--- src/common/fdcc_regs.svh ---
// Register offsets, reset values and field positions for the floppy config bank
`ifndef FDCC_REGS_SVH
`define FDCC_REGS_SVH
`define FDCC_IDX_DRIVE_TYPE 8'h1F
`define FDCC_IDX_BASE 8'h20
`define FDCC_IDX_ROUTING 8'h21
`define FDCC_RST_DRIVE_TYPE 8'h00
`define FDCC_RST_BASE 8'h3C
`define FDCC_RST_ROUTING 8'h00
`define FDCC_BASE_WR_MASK 8'hFC
`define FDCC_ROUTING_WR_MASK 8'h03
`define FDCC_RST_INDEX 8'h00
`define FDCC_READ_NONE 8'h00
`define FDCC_ADDR_HI 15:10
`define FDCC_ADDR_MID 9:4
`define FDCC_ADDR_B3 3
`define FDCC_ADDR_LO 2:0
`define FDCC_BASE_ADR 7:2
`define FDCC_BASE_TOP 7:6
`define FDCC_ROUTE_BITS 1:0
`endif

--- src/common/fdcc_pkg.sv ---
// Types for the floppy config bank
package fdcc_pkg;
    typedef enum logic [1:0] {
        FDCC_ROUTE_PP_MODE = 2'b00,
        FDCC_ROUTE_DRV1_PP = 2'b01,
        FDCC_ROUTE_BOTH_PP = 2'b10,
        FDCC_ROUTE_RSVD = 2'b11
    } fdcc_route_type;
endpackage

--- src/core/fdcc_config_bank.sv ---
// Floppy controller configuration registers, decoder and pin mapping
// How it works
// - The drive type register is reached only in the configuration state with index 1FH loaded.
// - Drive n keeps type bit one in bit 2n and type bit zero in bit 2n+1.
// - The drive type selects which controller outputs appear on the two density pins.
// - The drive type register is read/write and resets to zero.
// - The base address register is reached only in the configuration state with index 20H.
// - Base register bits 7..2 give host address bits 9..4 for the decoder.
// - Zero in both address bits 9 and 8 disables the controller decode.
// - The two low base register bits read zero and software writes them as zero.
// - An access is claimed only if address bits 15..10 and bit 3 are zero.
// - The base address register resets to 3CH.
// - The routing register is reached only in the configuration state with index 21H.
// - Routing field zero hands control to the parallel port mode bits and ignores the pin.
// - The routing register is read/write and resets to zero.
// - Field 01 with the pin low puts drive 0 on floppy pins and drive 1 on the parallel port.
// - Field 10 with the pin low puts both drives on the parallel port; 11 is reserved.
`timescale 1ns/100ps
`include "fdcc_regs.svh"
module fdcc_config_bank
    import fdcc_pkg::*;
(
    // Clock and reset
    input wire logic clk,
    input wire logic rst,
    // Configuration access
    input wire logic config_state,
    input wire logic index_wr,
    input wire logic data_wr,
    input wire logic data_rd,
    input wire logic [7:0] wr_data,
    output logic [7:0] rd_data,
    // Host I/O decode
    input wire logic [15:0] io_addr,
    input wire logic io_cycle,
    output logic fdc_select,
    output logic [2:0] fdc_reg_sel,
    // Controller drive outputs
    input wire logic [1:0] drive_select,
    input wire logic density_select_out,
    input wire logic rate_code_low,
    input wire logic rate_code_high,
    output logic density_pin_zero,
    output logic density_pin_one,
    // Routing
    input wire logic floppy_on_printer_port,
    input wire logic pp_mode_fdc_drv0,
    input wire logic pp_mode_fdc_drv1,
    output logic drv0_on_pp,
    output logic drv1_on_pp
);
    logic [7:0] index_r;
    logic [7:0] index_nxt;
    logic [7:0] drive_type_map_r;
    logic [7:0] drive_type_map_nxt;
    logic [7:0] floppy_base_address_r;
    logic [7:0] floppy_base_address_nxt;
    logic [7:0] floppy_port_routing_r;
    logic [7:0] floppy_port_routing_nxt;
    logic [7:0] rd_data_r;
    logic [7:0] rd_data_nxt;
    logic fdc_select_r;
    logic fdc_select_nxt;
    logic [2:0] fdc_reg_sel_r;
    logic [2:0] fdc_reg_sel_nxt;
    logic den0_r;
    logic den0_nxt;
    logic den1_r;
    logic den1_nxt;
    logic drv0_pp_r;
    logic drv0_pp_nxt;
    logic drv1_pp_r;
    logic drv1_pp_nxt;
    logic [1:0] type_bits [4];
    logic sel_t0;
    logic sel_t1;
    logic map0;
    logic map1;
    logic cfg_index_wr;
    logic cfg_data_wr;
    logic cfg_data_rd;
    logic addr_upper_clear;
    logic addr_block_hit;
    logic base_enabled;
    fdcc_route_type route;

    // Accesses outside the configuration state are dropped
    assign cfg_index_wr = config_state && index_wr;
    assign cfg_data_wr = config_state && data_wr;
    assign cfg_data_rd = config_state && data_rd;

    // Per-drive type fields
    genvar g;
    generate
        for (g = 0; g < 4; g++) begin : g_type
            assign type_bits[g] = {drive_type_map_r[2*g+1], drive_type_map_r[2*g]};
        end
    endgenerate

    assign sel_t0 = type_bits[drive_select][1];
    assign sel_t1 = type_bits[drive_select][0];

    fdcc_density_map u_map (
        .type_bit_zero(sel_t0),
        .type_bit_one(sel_t1),
        .density_select_out(density_select_out),
        .rate_code_low(rate_code_low),
        .rate_code_high(rate_code_high),
        .density_pin_zero(map0),
        .density_pin_one(map1)
    );

    assign route = fdcc_route_type'(floppy_port_routing_r[`FDCC_ROUTE_BITS]);

    // Index register
    always_comb begin
        index_nxt = index_r;
        if (cfg_index_wr) begin
            index_nxt = wr_data;
        end
    end

    always_ff @(posedge clk) begin
        if (rst) begin
            index_r <= `FDCC_RST_INDEX;
        end else begin
            index_r <= index_nxt;
        end
    end

    // Data write goes to the index held before this edge
    always_comb begin
        drive_type_map_nxt = drive_type_map_r;
        floppy_base_address_nxt = floppy_base_address_r;
        floppy_port_routing_nxt = floppy_port_routing_r;
        if (cfg_data_wr) begin
            case (index_r)
                `FDCC_IDX_DRIVE_TYPE: begin
                    drive_type_map_nxt = wr_data;
                end
                `FDCC_IDX_BASE: begin
                    floppy_base_address_nxt = wr_data & `FDCC_BASE_WR_MASK;
                end
                `FDCC_IDX_ROUTING: begin
                    floppy_port_routing_nxt = wr_data & `FDCC_ROUTING_WR_MASK;
                end
                default: ;
            endcase
        end
    end

    always_ff @(posedge clk) begin
        if (rst) begin
            drive_type_map_r <= `FDCC_RST_DRIVE_TYPE;
            floppy_base_address_r <= `FDCC_RST_BASE;
            floppy_port_routing_r <= `FDCC_RST_ROUTING;
        end else begin
            drive_type_map_r <= drive_type_map_nxt;
            floppy_base_address_r <= floppy_base_address_nxt;
            floppy_port_routing_r <= floppy_port_routing_nxt;
        end
    end

    // Read data holds until the next read
    always_comb begin
        rd_data_nxt = rd_data_r;
        if (cfg_data_rd) begin
            case (index_r)
                `FDCC_IDX_DRIVE_TYPE: rd_data_nxt = drive_type_map_r;
                `FDCC_IDX_BASE: rd_data_nxt = floppy_base_address_r;
                `FDCC_IDX_ROUTING: rd_data_nxt = floppy_port_routing_r;
                default: rd_data_nxt = `FDCC_READ_NONE;
            endcase
        end
    end

    always_ff @(posedge clk) begin
        if (rst) begin
            rd_data_r <= `FDCC_READ_NONE;
        end else begin
            rd_data_r <= rd_data_nxt;
        end
    end

    // Host address decoder
    always_comb begin
        addr_upper_clear = io_addr[`FDCC_ADDR_HI] == 6'h00;
        addr_block_hit = io_addr[`FDCC_ADDR_MID] == floppy_base_address_r[`FDCC_BASE_ADR];
        base_enabled = floppy_base_address_r[`FDCC_BASE_TOP] != 2'h0;
        fdc_select_nxt = io_cycle && addr_upper_clear && !io_addr[`FDCC_ADDR_B3]
            && addr_block_hit && base_enabled;
        fdc_reg_sel_nxt = io_addr[`FDCC_ADDR_LO];
    end

    always_ff @(posedge clk) begin
        if (rst) begin
            fdc_select_r <= 1'b0;
            fdc_reg_sel_r <= 3'h0;
        end else begin
            fdc_select_r <= fdc_select_nxt;
            fdc_reg_sel_r <= fdc_reg_sel_nxt;
        end
    end

    // Density pins follow the selected drive every cycle
    always_comb begin
        den0_nxt = map0;
        den1_nxt = map1;
    end

    always_ff @(posedge clk) begin
        if (rst) begin
            den0_r <= 1'b0;
            den1_r <= 1'b0;
        end else begin
            den0_r <= den0_nxt;
            den1_r <= den1_nxt;
        end
    end

    // Drive routing onto the parallel port pins
    always_comb begin
        case (route)
            FDCC_ROUTE_PP_MODE: begin
                drv0_pp_nxt = pp_mode_fdc_drv0;
                drv1_pp_nxt = pp_mode_fdc_drv1;
            end
            FDCC_ROUTE_DRV1_PP: begin
                drv0_pp_nxt = 1'b0;
                drv1_pp_nxt = !floppy_on_printer_port;
            end
            FDCC_ROUTE_BOTH_PP: begin
                drv0_pp_nxt = !floppy_on_printer_port;
                drv1_pp_nxt = !floppy_on_printer_port;
            end
            default: begin
                drv0_pp_nxt = 1'b0;
                drv1_pp_nxt = 1'b0;
            end
        endcase
    end

    always_ff @(posedge clk) begin
        if (rst) begin
            drv0_pp_r <= 1'b0;
            drv1_pp_r <= 1'b0;
        end else begin
            drv0_pp_r <= drv0_pp_nxt;
            drv1_pp_r <= drv1_pp_nxt;
        end
    end

    assign rd_data = rd_data_r;
    assign fdc_select = fdc_select_r;
    assign fdc_reg_sel = fdc_reg_sel_r;
    assign density_pin_zero = den0_r;
    assign density_pin_one = den1_r;
    assign drv0_on_pp = drv0_pp_r;
    assign drv1_on_pp = drv1_pp_r;
endmodule // fdcc_config_bank

--- src/core/fdcc_density_map.sv ---
// Drive type to density pin mapping
`timescale 1ns/100ps
module fdcc_density_map
    import fdcc_pkg::*;
(
    // Drive type of the selected drive
    input wire logic type_bit_zero,
    input wire logic type_bit_one,
    // Controller outputs
    input wire logic density_select_out,
    input wire logic rate_code_low,
    input wire logic rate_code_high,
    // Mapped pins
    output logic density_pin_zero,
    output logic density_pin_one
);
    always_comb begin
        case ({type_bit_zero, type_bit_one})
            2'b00: begin
                density_pin_zero = density_select_out;
                density_pin_one = rate_code_low;
            end
            2'b01: begin
                density_pin_zero = rate_code_high;
                density_pin_one = rate_code_low;
            end
            2'b10: begin
                density_pin_zero = ~density_select_out;
                density_pin_one = rate_code_low;
            end
            default: begin
                density_pin_zero = rate_code_low;
                density_pin_one = rate_code_high;
            end
        endcase
    end
endmodule // fdcc_density_map

--- config.mk ---
export PLATFORM = sky130hd
export DESIGN_NAME = fdcc_config_bank
export DESIGN_NICKNAME = d
export VERILOG_FILES = /design/src/common/fdcc_pkg.sv /design/src/core/fdcc_config_bank.sv /design/src/core/fdcc_density_map.sv
export VERILOG_INCLUDE_DIRS = /design/src /design/src/common
export SDC_FILE = /design/constraint.sdc
export NUM_CORES = 1
export LEC_CHECK = 0
export ABC_AREA = 1
export BUFFER_PORTS_ARGS = -buffer_cell sky130_fd_sc_hd__buf_2
export CAP_MARGIN = 5
export CORE_ASPECT_RATIO = 1.1
export CORE_MARGIN = 2
export CORE_UTILIZATION = 55
export CTS_BUF_LIST = sky130_fd_sc_hd__clkbuf_16
export CTS_CLUSTER_SIZE = 10
export DETAILED_ROUTE_END_ITERATION = 10
export PLACE_DENSITY = 0.84
export RECOVER_POWER = 100
export SYNTH_ARGS = -nofsm -noshare
export SYNTH_HDL_FRONTEND = slang
export SYNTH_SLANG_ARGS = --single-unit
--- constraint.sdc ---
create_clock -name clk -period 2.85 [get_ports clk]
set_input_delay 0.57 -clock clk [delete_from_list [all_inputs] [get_ports clk]]
set_output_delay 0.57 -clock clk [all_outputs]
set_load 0.005 [all_outputs]
Word-level counts from Yosys, hierarchy flattened
Index checks and enable logic that the tools add are counted.
- register bits after elaboration: 40
- logic and storage cells: 48
- order comparisons: 1
- equality and inequality tests: 8
- muxes and demuxes: 8
- bitwise gates (word level): 2
- reductions and logical operators: 18
- operators with widths (kind ; number):
    $pmux W8 S3 ; 1
    $eq A8 B6 Y1 const B ; 2
    $eq A8 B5 Y1 const B ; 1
    $logic_and A1 B1 Y1 ; 7
    $eq A6 B6 Y1 ; 1
    $logic_not A6 Y1 ; 1
    $reduce_and A2 Y1 ; 3
    $bmux W2 S2 ; 1
    $eq A2 B1 Y1 const B ; 2
    $eq A2 B2 Y1 const B ; 2
    $logic_not A2 Y1 ; 2
    $mux W2 ; 2
    $pmux W1 S2 ; 2
    $ge A3 B3 Y1 const B ; 1
    $not A2 Y3 ; 1
    $pmux W1 S3 ; 1
    $reduce_or A3 Y1 ; 1
    $logic_not A1 Y1 ; 2
    $reduce_bool A2 Y1 ; 1
    $reduce_or A2 Y1 ; 1
    $mux W1 ; 1
    $not A1 Y1 ; 1

Longest topological paths before layout
- word-level depth: 7
- gate-level depth with buffers: 10

Modules after synthesis
A second synthesis with hierarchy kept.
- cells, all modules: 258
- area total of the unflattened synthesis: 1893.1 um^2
- by module, submodules not included (module ; instances ; cells each ; area an instance (um^2)):
    fdcc_config_bank ; 1 ; 246 ; 1841.8
    fdcc_density_map ; 1 ; 12 ; 51.3

Worst setup path after synthesis
No wires, ideal clock.
- path kind: input port to flip-flop
- start: in rst
- end: reg floppy_base_address_r[6]
- arrival: 1252 ps
- path slack: 1528 ps
- cell stages on the path: 5
- path buffers: 2
- cells stage by stage: clkbuf_1 > inv_1 > clkbuf_1 > o21ai_0 > a21oi_1
- RTL lines (element ; RTL line ; source):
    start: declaration ; fdcc_config_bank.sv:25 ; input wire logic rst,
    end signal: assignment ; fdcc_config_bank.sv:155 ; floppy_base_address_r <= `FDCC_RST_BASE;
    end signal: assignment ; fdcc_config_bank.sv:159 ; floppy_base_address_r <= floppy_base_address_nxt;
    end: declaration ; fdcc_config_bank.sv:56 ; logic [7:0] floppy_base_address_r;

Worst setup path in the final report
- start: reg index_r[0]
- end: reg drive_type_map_r[6]
- longest elaborated chain between the ends: 2
- RTL lines (element ; RTL line ; source):
    start: declaration ; fdcc_config_bank.sv:52 ; logic [7:0] index_r;
    start signal: assignment ; fdcc_config_bank.sv:125 ; index_r <= `FDCC_RST_INDEX;
    start signal: assignment ; fdcc_config_bank.sv:127 ; index_r <= index_nxt;
    $eq A8 B5 Y1 ; fdcc_config_bank.sv:137 ; case (index_r)
    $reduce_and A2 Y1 (no line) ; - ;
    end signal: assignment ; fdcc_config_bank.sv:154 ; drive_type_map_r <= `FDCC_RST_DRIVE_TYPE;
    end signal: assignment ; fdcc_config_bank.sv:158 ; drive_type_map_r <= drive_type_map_nxt;
    end: declaration ; fdcc_config_bank.sv:54 ; logic [7:0] drive_type_map_r;
Every way passes these cells.
A chain may end at the register's enable or synchronous reset.

==> Flow_metrics.wiki <==
{| class="wikitable"
! Metric !! Value
|-
| Status || finished, final reports clean
|-
| Critical path start-end classification || reg2reg
|-
| Post-cts gate resize count || 0
|-
| Die boundary height || 65.0 µm
|-
| Post-Synthesis Net Count || ~300
|-
| Footprint of the multi-input gates || 883 µm²
|-
| Most instantiated library cell after synthesis || nand2_1
|-
| Buf+Inv Stages, Crit Path || 1
|-
| Total die area || just under 4000 µm²
|-
| Total congestion overflow || 0
|-
| Post-synthesis average cell area || roughly 7.1 µm²
|-
| Final count of pins violating max slew || 0
|-
| Endpoint type of the worst setup path || flop
|-
| XOR/XNOR Fraction of Synth Area || around 1.9%
|-
| Count of buffers inserted at the top-level ports || 54
|-
| Clk Latency, worst-skew pair || 0.28 ns
|-
| Slew at the pin closest to its max-slew limit || between 0.7 and 0.8 ns
|-
| Cell Rows || 22
|-
| Number of synthesized flops with an enable pin || 0
|-
| Simple-gate share of the synthesized area || between 20% and 30%
|-
| Fraction of the mapped netlist area in compound gates || 15.1%
|-
| H-tree lvl count || 2
|-
| Average vias per placed instance || around 5.1
|-
| Worst supply voltage drop on vdd || between 0.0004 and 0.0005 V
|-
| Weighted congestion reported at the end of routability-driven placement || roughly 0.89
|-
| Vias in the first global route || approximately 1500
|-
| Hold Path Depth || 2
|-
| Endpoint required time on the critical path || roughly 3.0 ns
|-
| Unrepaired setup endpoints after global routing || no
|-
| Final min period || about 1.9 ns
|-
| Total Neg Setup Slack || 0 ns
|-
| Core footprint || 3280 µm²
|-
| Leak Pwr || 1.06 nW
|-
| Number of instances in the synthesized netlist || 262
|-
| Post-synthesis share of cell area spent on full adders, half adders and majority gates || 2.02%
|-
| Dominant combinational cell family by area after synthesis || simple AND/OR/NAND/NOR gates
|-
| Total Nets Final || around 360
|-
| Flops & latches, synth || 40
|-
| Largest net degree at the start of global routing || 26
|-
| Remaining DRCs || 0
|-
| Type of element launching the critical path || flop
|-
| Post-Route Skew || 0.00403 ns
|-
| Top_reg_cell synth || dfxtp_1
|-
| Count of antenna diodes in the layout || 0
|-
| Clock slew seen by the registers of the worst setup and hold paths || around 0.060 ns
|-
| Tightest hold margin || roughly 0.46 ns
|-
| DR iter-0 viols || 67
|-
| Unique masters post-synth || 28
|-
| Final design instance area without fill || approximately 2300 µm²
|-
| Headroom to the max-slew limit || 50.8%
|-
| Area Growth Syn to Fin || 21.5%
|-
| Overall routed net length || just over 4000 µm
|-
| Initial Util || approximately 57%
|-
| Number of gates on the worst path with buffers counted || 5
|-
| Area share of the largest cell type after synthesis || a little over two fifths
|-
| Critical Path Max Stage Delay || ~0.61 ns
|-
| Part of the cycle the worst path needs || 68.2%
|-
| Max Fanout on Critical Path || 16
|-
| Number of CTS-inserted buffers || 5
|-
| Largest area contributor in the netlist || dfxtp_1
|-
| Post-synthesis mux area share || 0%
|-
| Total routing resource utilization after global routing || 22.6%
|-
| Post-detailed-placement cell area || 2140 µm²
|-
| Max-cap check violation count || 0
|-
| Netlist area before placement || about 1900 µm²
|-
| Dominant delay contributor by cell family on the critical path || simple AND/OR/NAND/NOR gates
|-
| Final Hold Vio Count || 0
|-
| Kind of path behind the tightest hold check || reg2reg
|-
| Most frequent cells after synthesis || nand2_1 (68), dfxtp_1 (40), inv_1 (30), a21oi_1 (28), nand3_1 (28)
|-
| First-pass GRT wire length || 6480 µm
|-
| Number of antenna violations at the first check in global routing || 0
|-
| Depth of the worst register-to-register path || 5
|-
| Root buffer selected by CTS || clkbuf_16
|-
| Vias || about 1800
|-
| Synth top area cells || dfxtp_1 (43%), nand2_1 (14%), a21oi_1 (7.5%)
|-
| Storage element area || around 800 µm²
|-
| Standard cell with the maximum stage delay on the critical path || nor3_1
|-
| Overall die width || around 59 µm
|-
| Crit-path cells || inv_1 > nor3_1 > nand3_2 > o21ai_0 > a21oi_1
|-
| Max Clk Rate || slightly above 500 MHz
|-
| DPL Wire Length || 3100 µm
|-
| Deepest clock path buffer count || 2
|-
| Signal arrival time at the worst endpoint || roughly 2.1 ns
|-
| Fraction of layout instances using a drive strength above 1 || between 10% and 20%
|-
| Proportion of synthesized chip area in sequential cells || 43.1%
|-
| Clock sinks || 40
|-
| Asr flop ratio synth || 0%
|-
| I/O pin total || between 50 and 60
|-
| Post-CTS Hold Buffers || 0
|-
| Mean routed wirelength per cell || between 10 and 15 µm
|-
| Pre-antenna DRT Iters || 4
|-
| Number of endpoints failing setup at the final stage || 0
|-
| Filler instances || 298
|-
| CTS tree || yes
|-
| Number of setup buffers added after CTS || 0
|-
| YS warnings || 0
|-
| Antenna-violating nets left || 0
|-
| Power density over cell area || 547 nW/µm²
|}
through the flow:
stage	total power, mW	instances	setup WS [ns]	util [%]
after global placement	0.709	346	1.12	65.4
after detailed placement	0.713	346	1.13	65.4
after floorplan	0.662	262	1.53	-
after global routing	1.29	354	0.621	69.0
after CTS	1.25	354	1.36	69.8
final	1.24	354	0.905	69.0
metal layers:
layer | GRT usage, % | vias up | wire (µm)
li1 | - | 960 | -
met3 | 7.19 | 5 | 230
met4 | 8.52 | 0 | 51
met2 | 36.1 | 47 | 1960
met5 | 0 | - | 0
met1 | 27.9 | 803 | 1850
path summary, 6_finish.rpt:
check,startpoint,end,slack (ns)
setup reg to reg,index_r[0],drive_type_map_r[6],0.91
hold reg to reg,index_r[7],index_r[7],0.46
setup / recovery,index_r[0],drive_type_map_r[6],0.91
hold / removal,index_r[7],index_r[7],0.46
logic make-up (layout without fill, tap and decap cells):
| logic type | after synthesis | after routing |
|---|---|---|
| xor+xnor | 4 | 4 |
| fa+ha+maj | 3 | 3 |
| flops | 40 | 40 |
| buf+inv | 39 | 95 |
| simple gates | 122 | 122 |
| compound gates | 54 | 54 |
power breakdown:
| part | internal (mW) | total (mW) | switching [mW] |
|---|---|---|---|
| clock network | 0.322 | 0.539 | 0.217 |
| registers | 0.575 | 0.583 | 0.00803 |
| logic | 0.0451 | 0.114 | 0.0686 |
flip-flops by register name, indices dropped and copies added (netlist names):
register,cells
drive_type_map_r,8
index_r,8
rd_data,8
floppy_base_address_r,6
fdc_reg_sel,3
floppy_port_routing_r,2
density_pin_one,1
density_pin_zero,1
drv0_on_pp,1
drv1_on_pp,1
fdc_select,1
tightest hold or removal path: stages (launching register included):
cell,delay [ns]
dfxtp_1,0.29
inv_1,0.06
a21oi_1,0.06
cell usage in the layout (no fill, tap or decap), types with 2 or more instances in the layout:
cell type   n
inv_1      31
ha_1        3
dfxtp_1    40
o21ai_0    23
a21oi_1    28
xor2_1      2
nor2_1     17
nand3_1    28
nand2_1    68
nor3_1      3
clkbuf_16   5
xnor2_1     2
clkinv_2    3
buf_2      47
clkbuf_1    7
cell type report:
cell class                 count  area share (%)
timing repair buffer          54            11.6
multi-input combinational    183            39.1
clock inverter                 3           0.831
tap                           36            1.99
clock buffer                   5            5.54
inverter                      33            5.54
sequential                    40            35.4
Power figures use the tool's default switching activity.
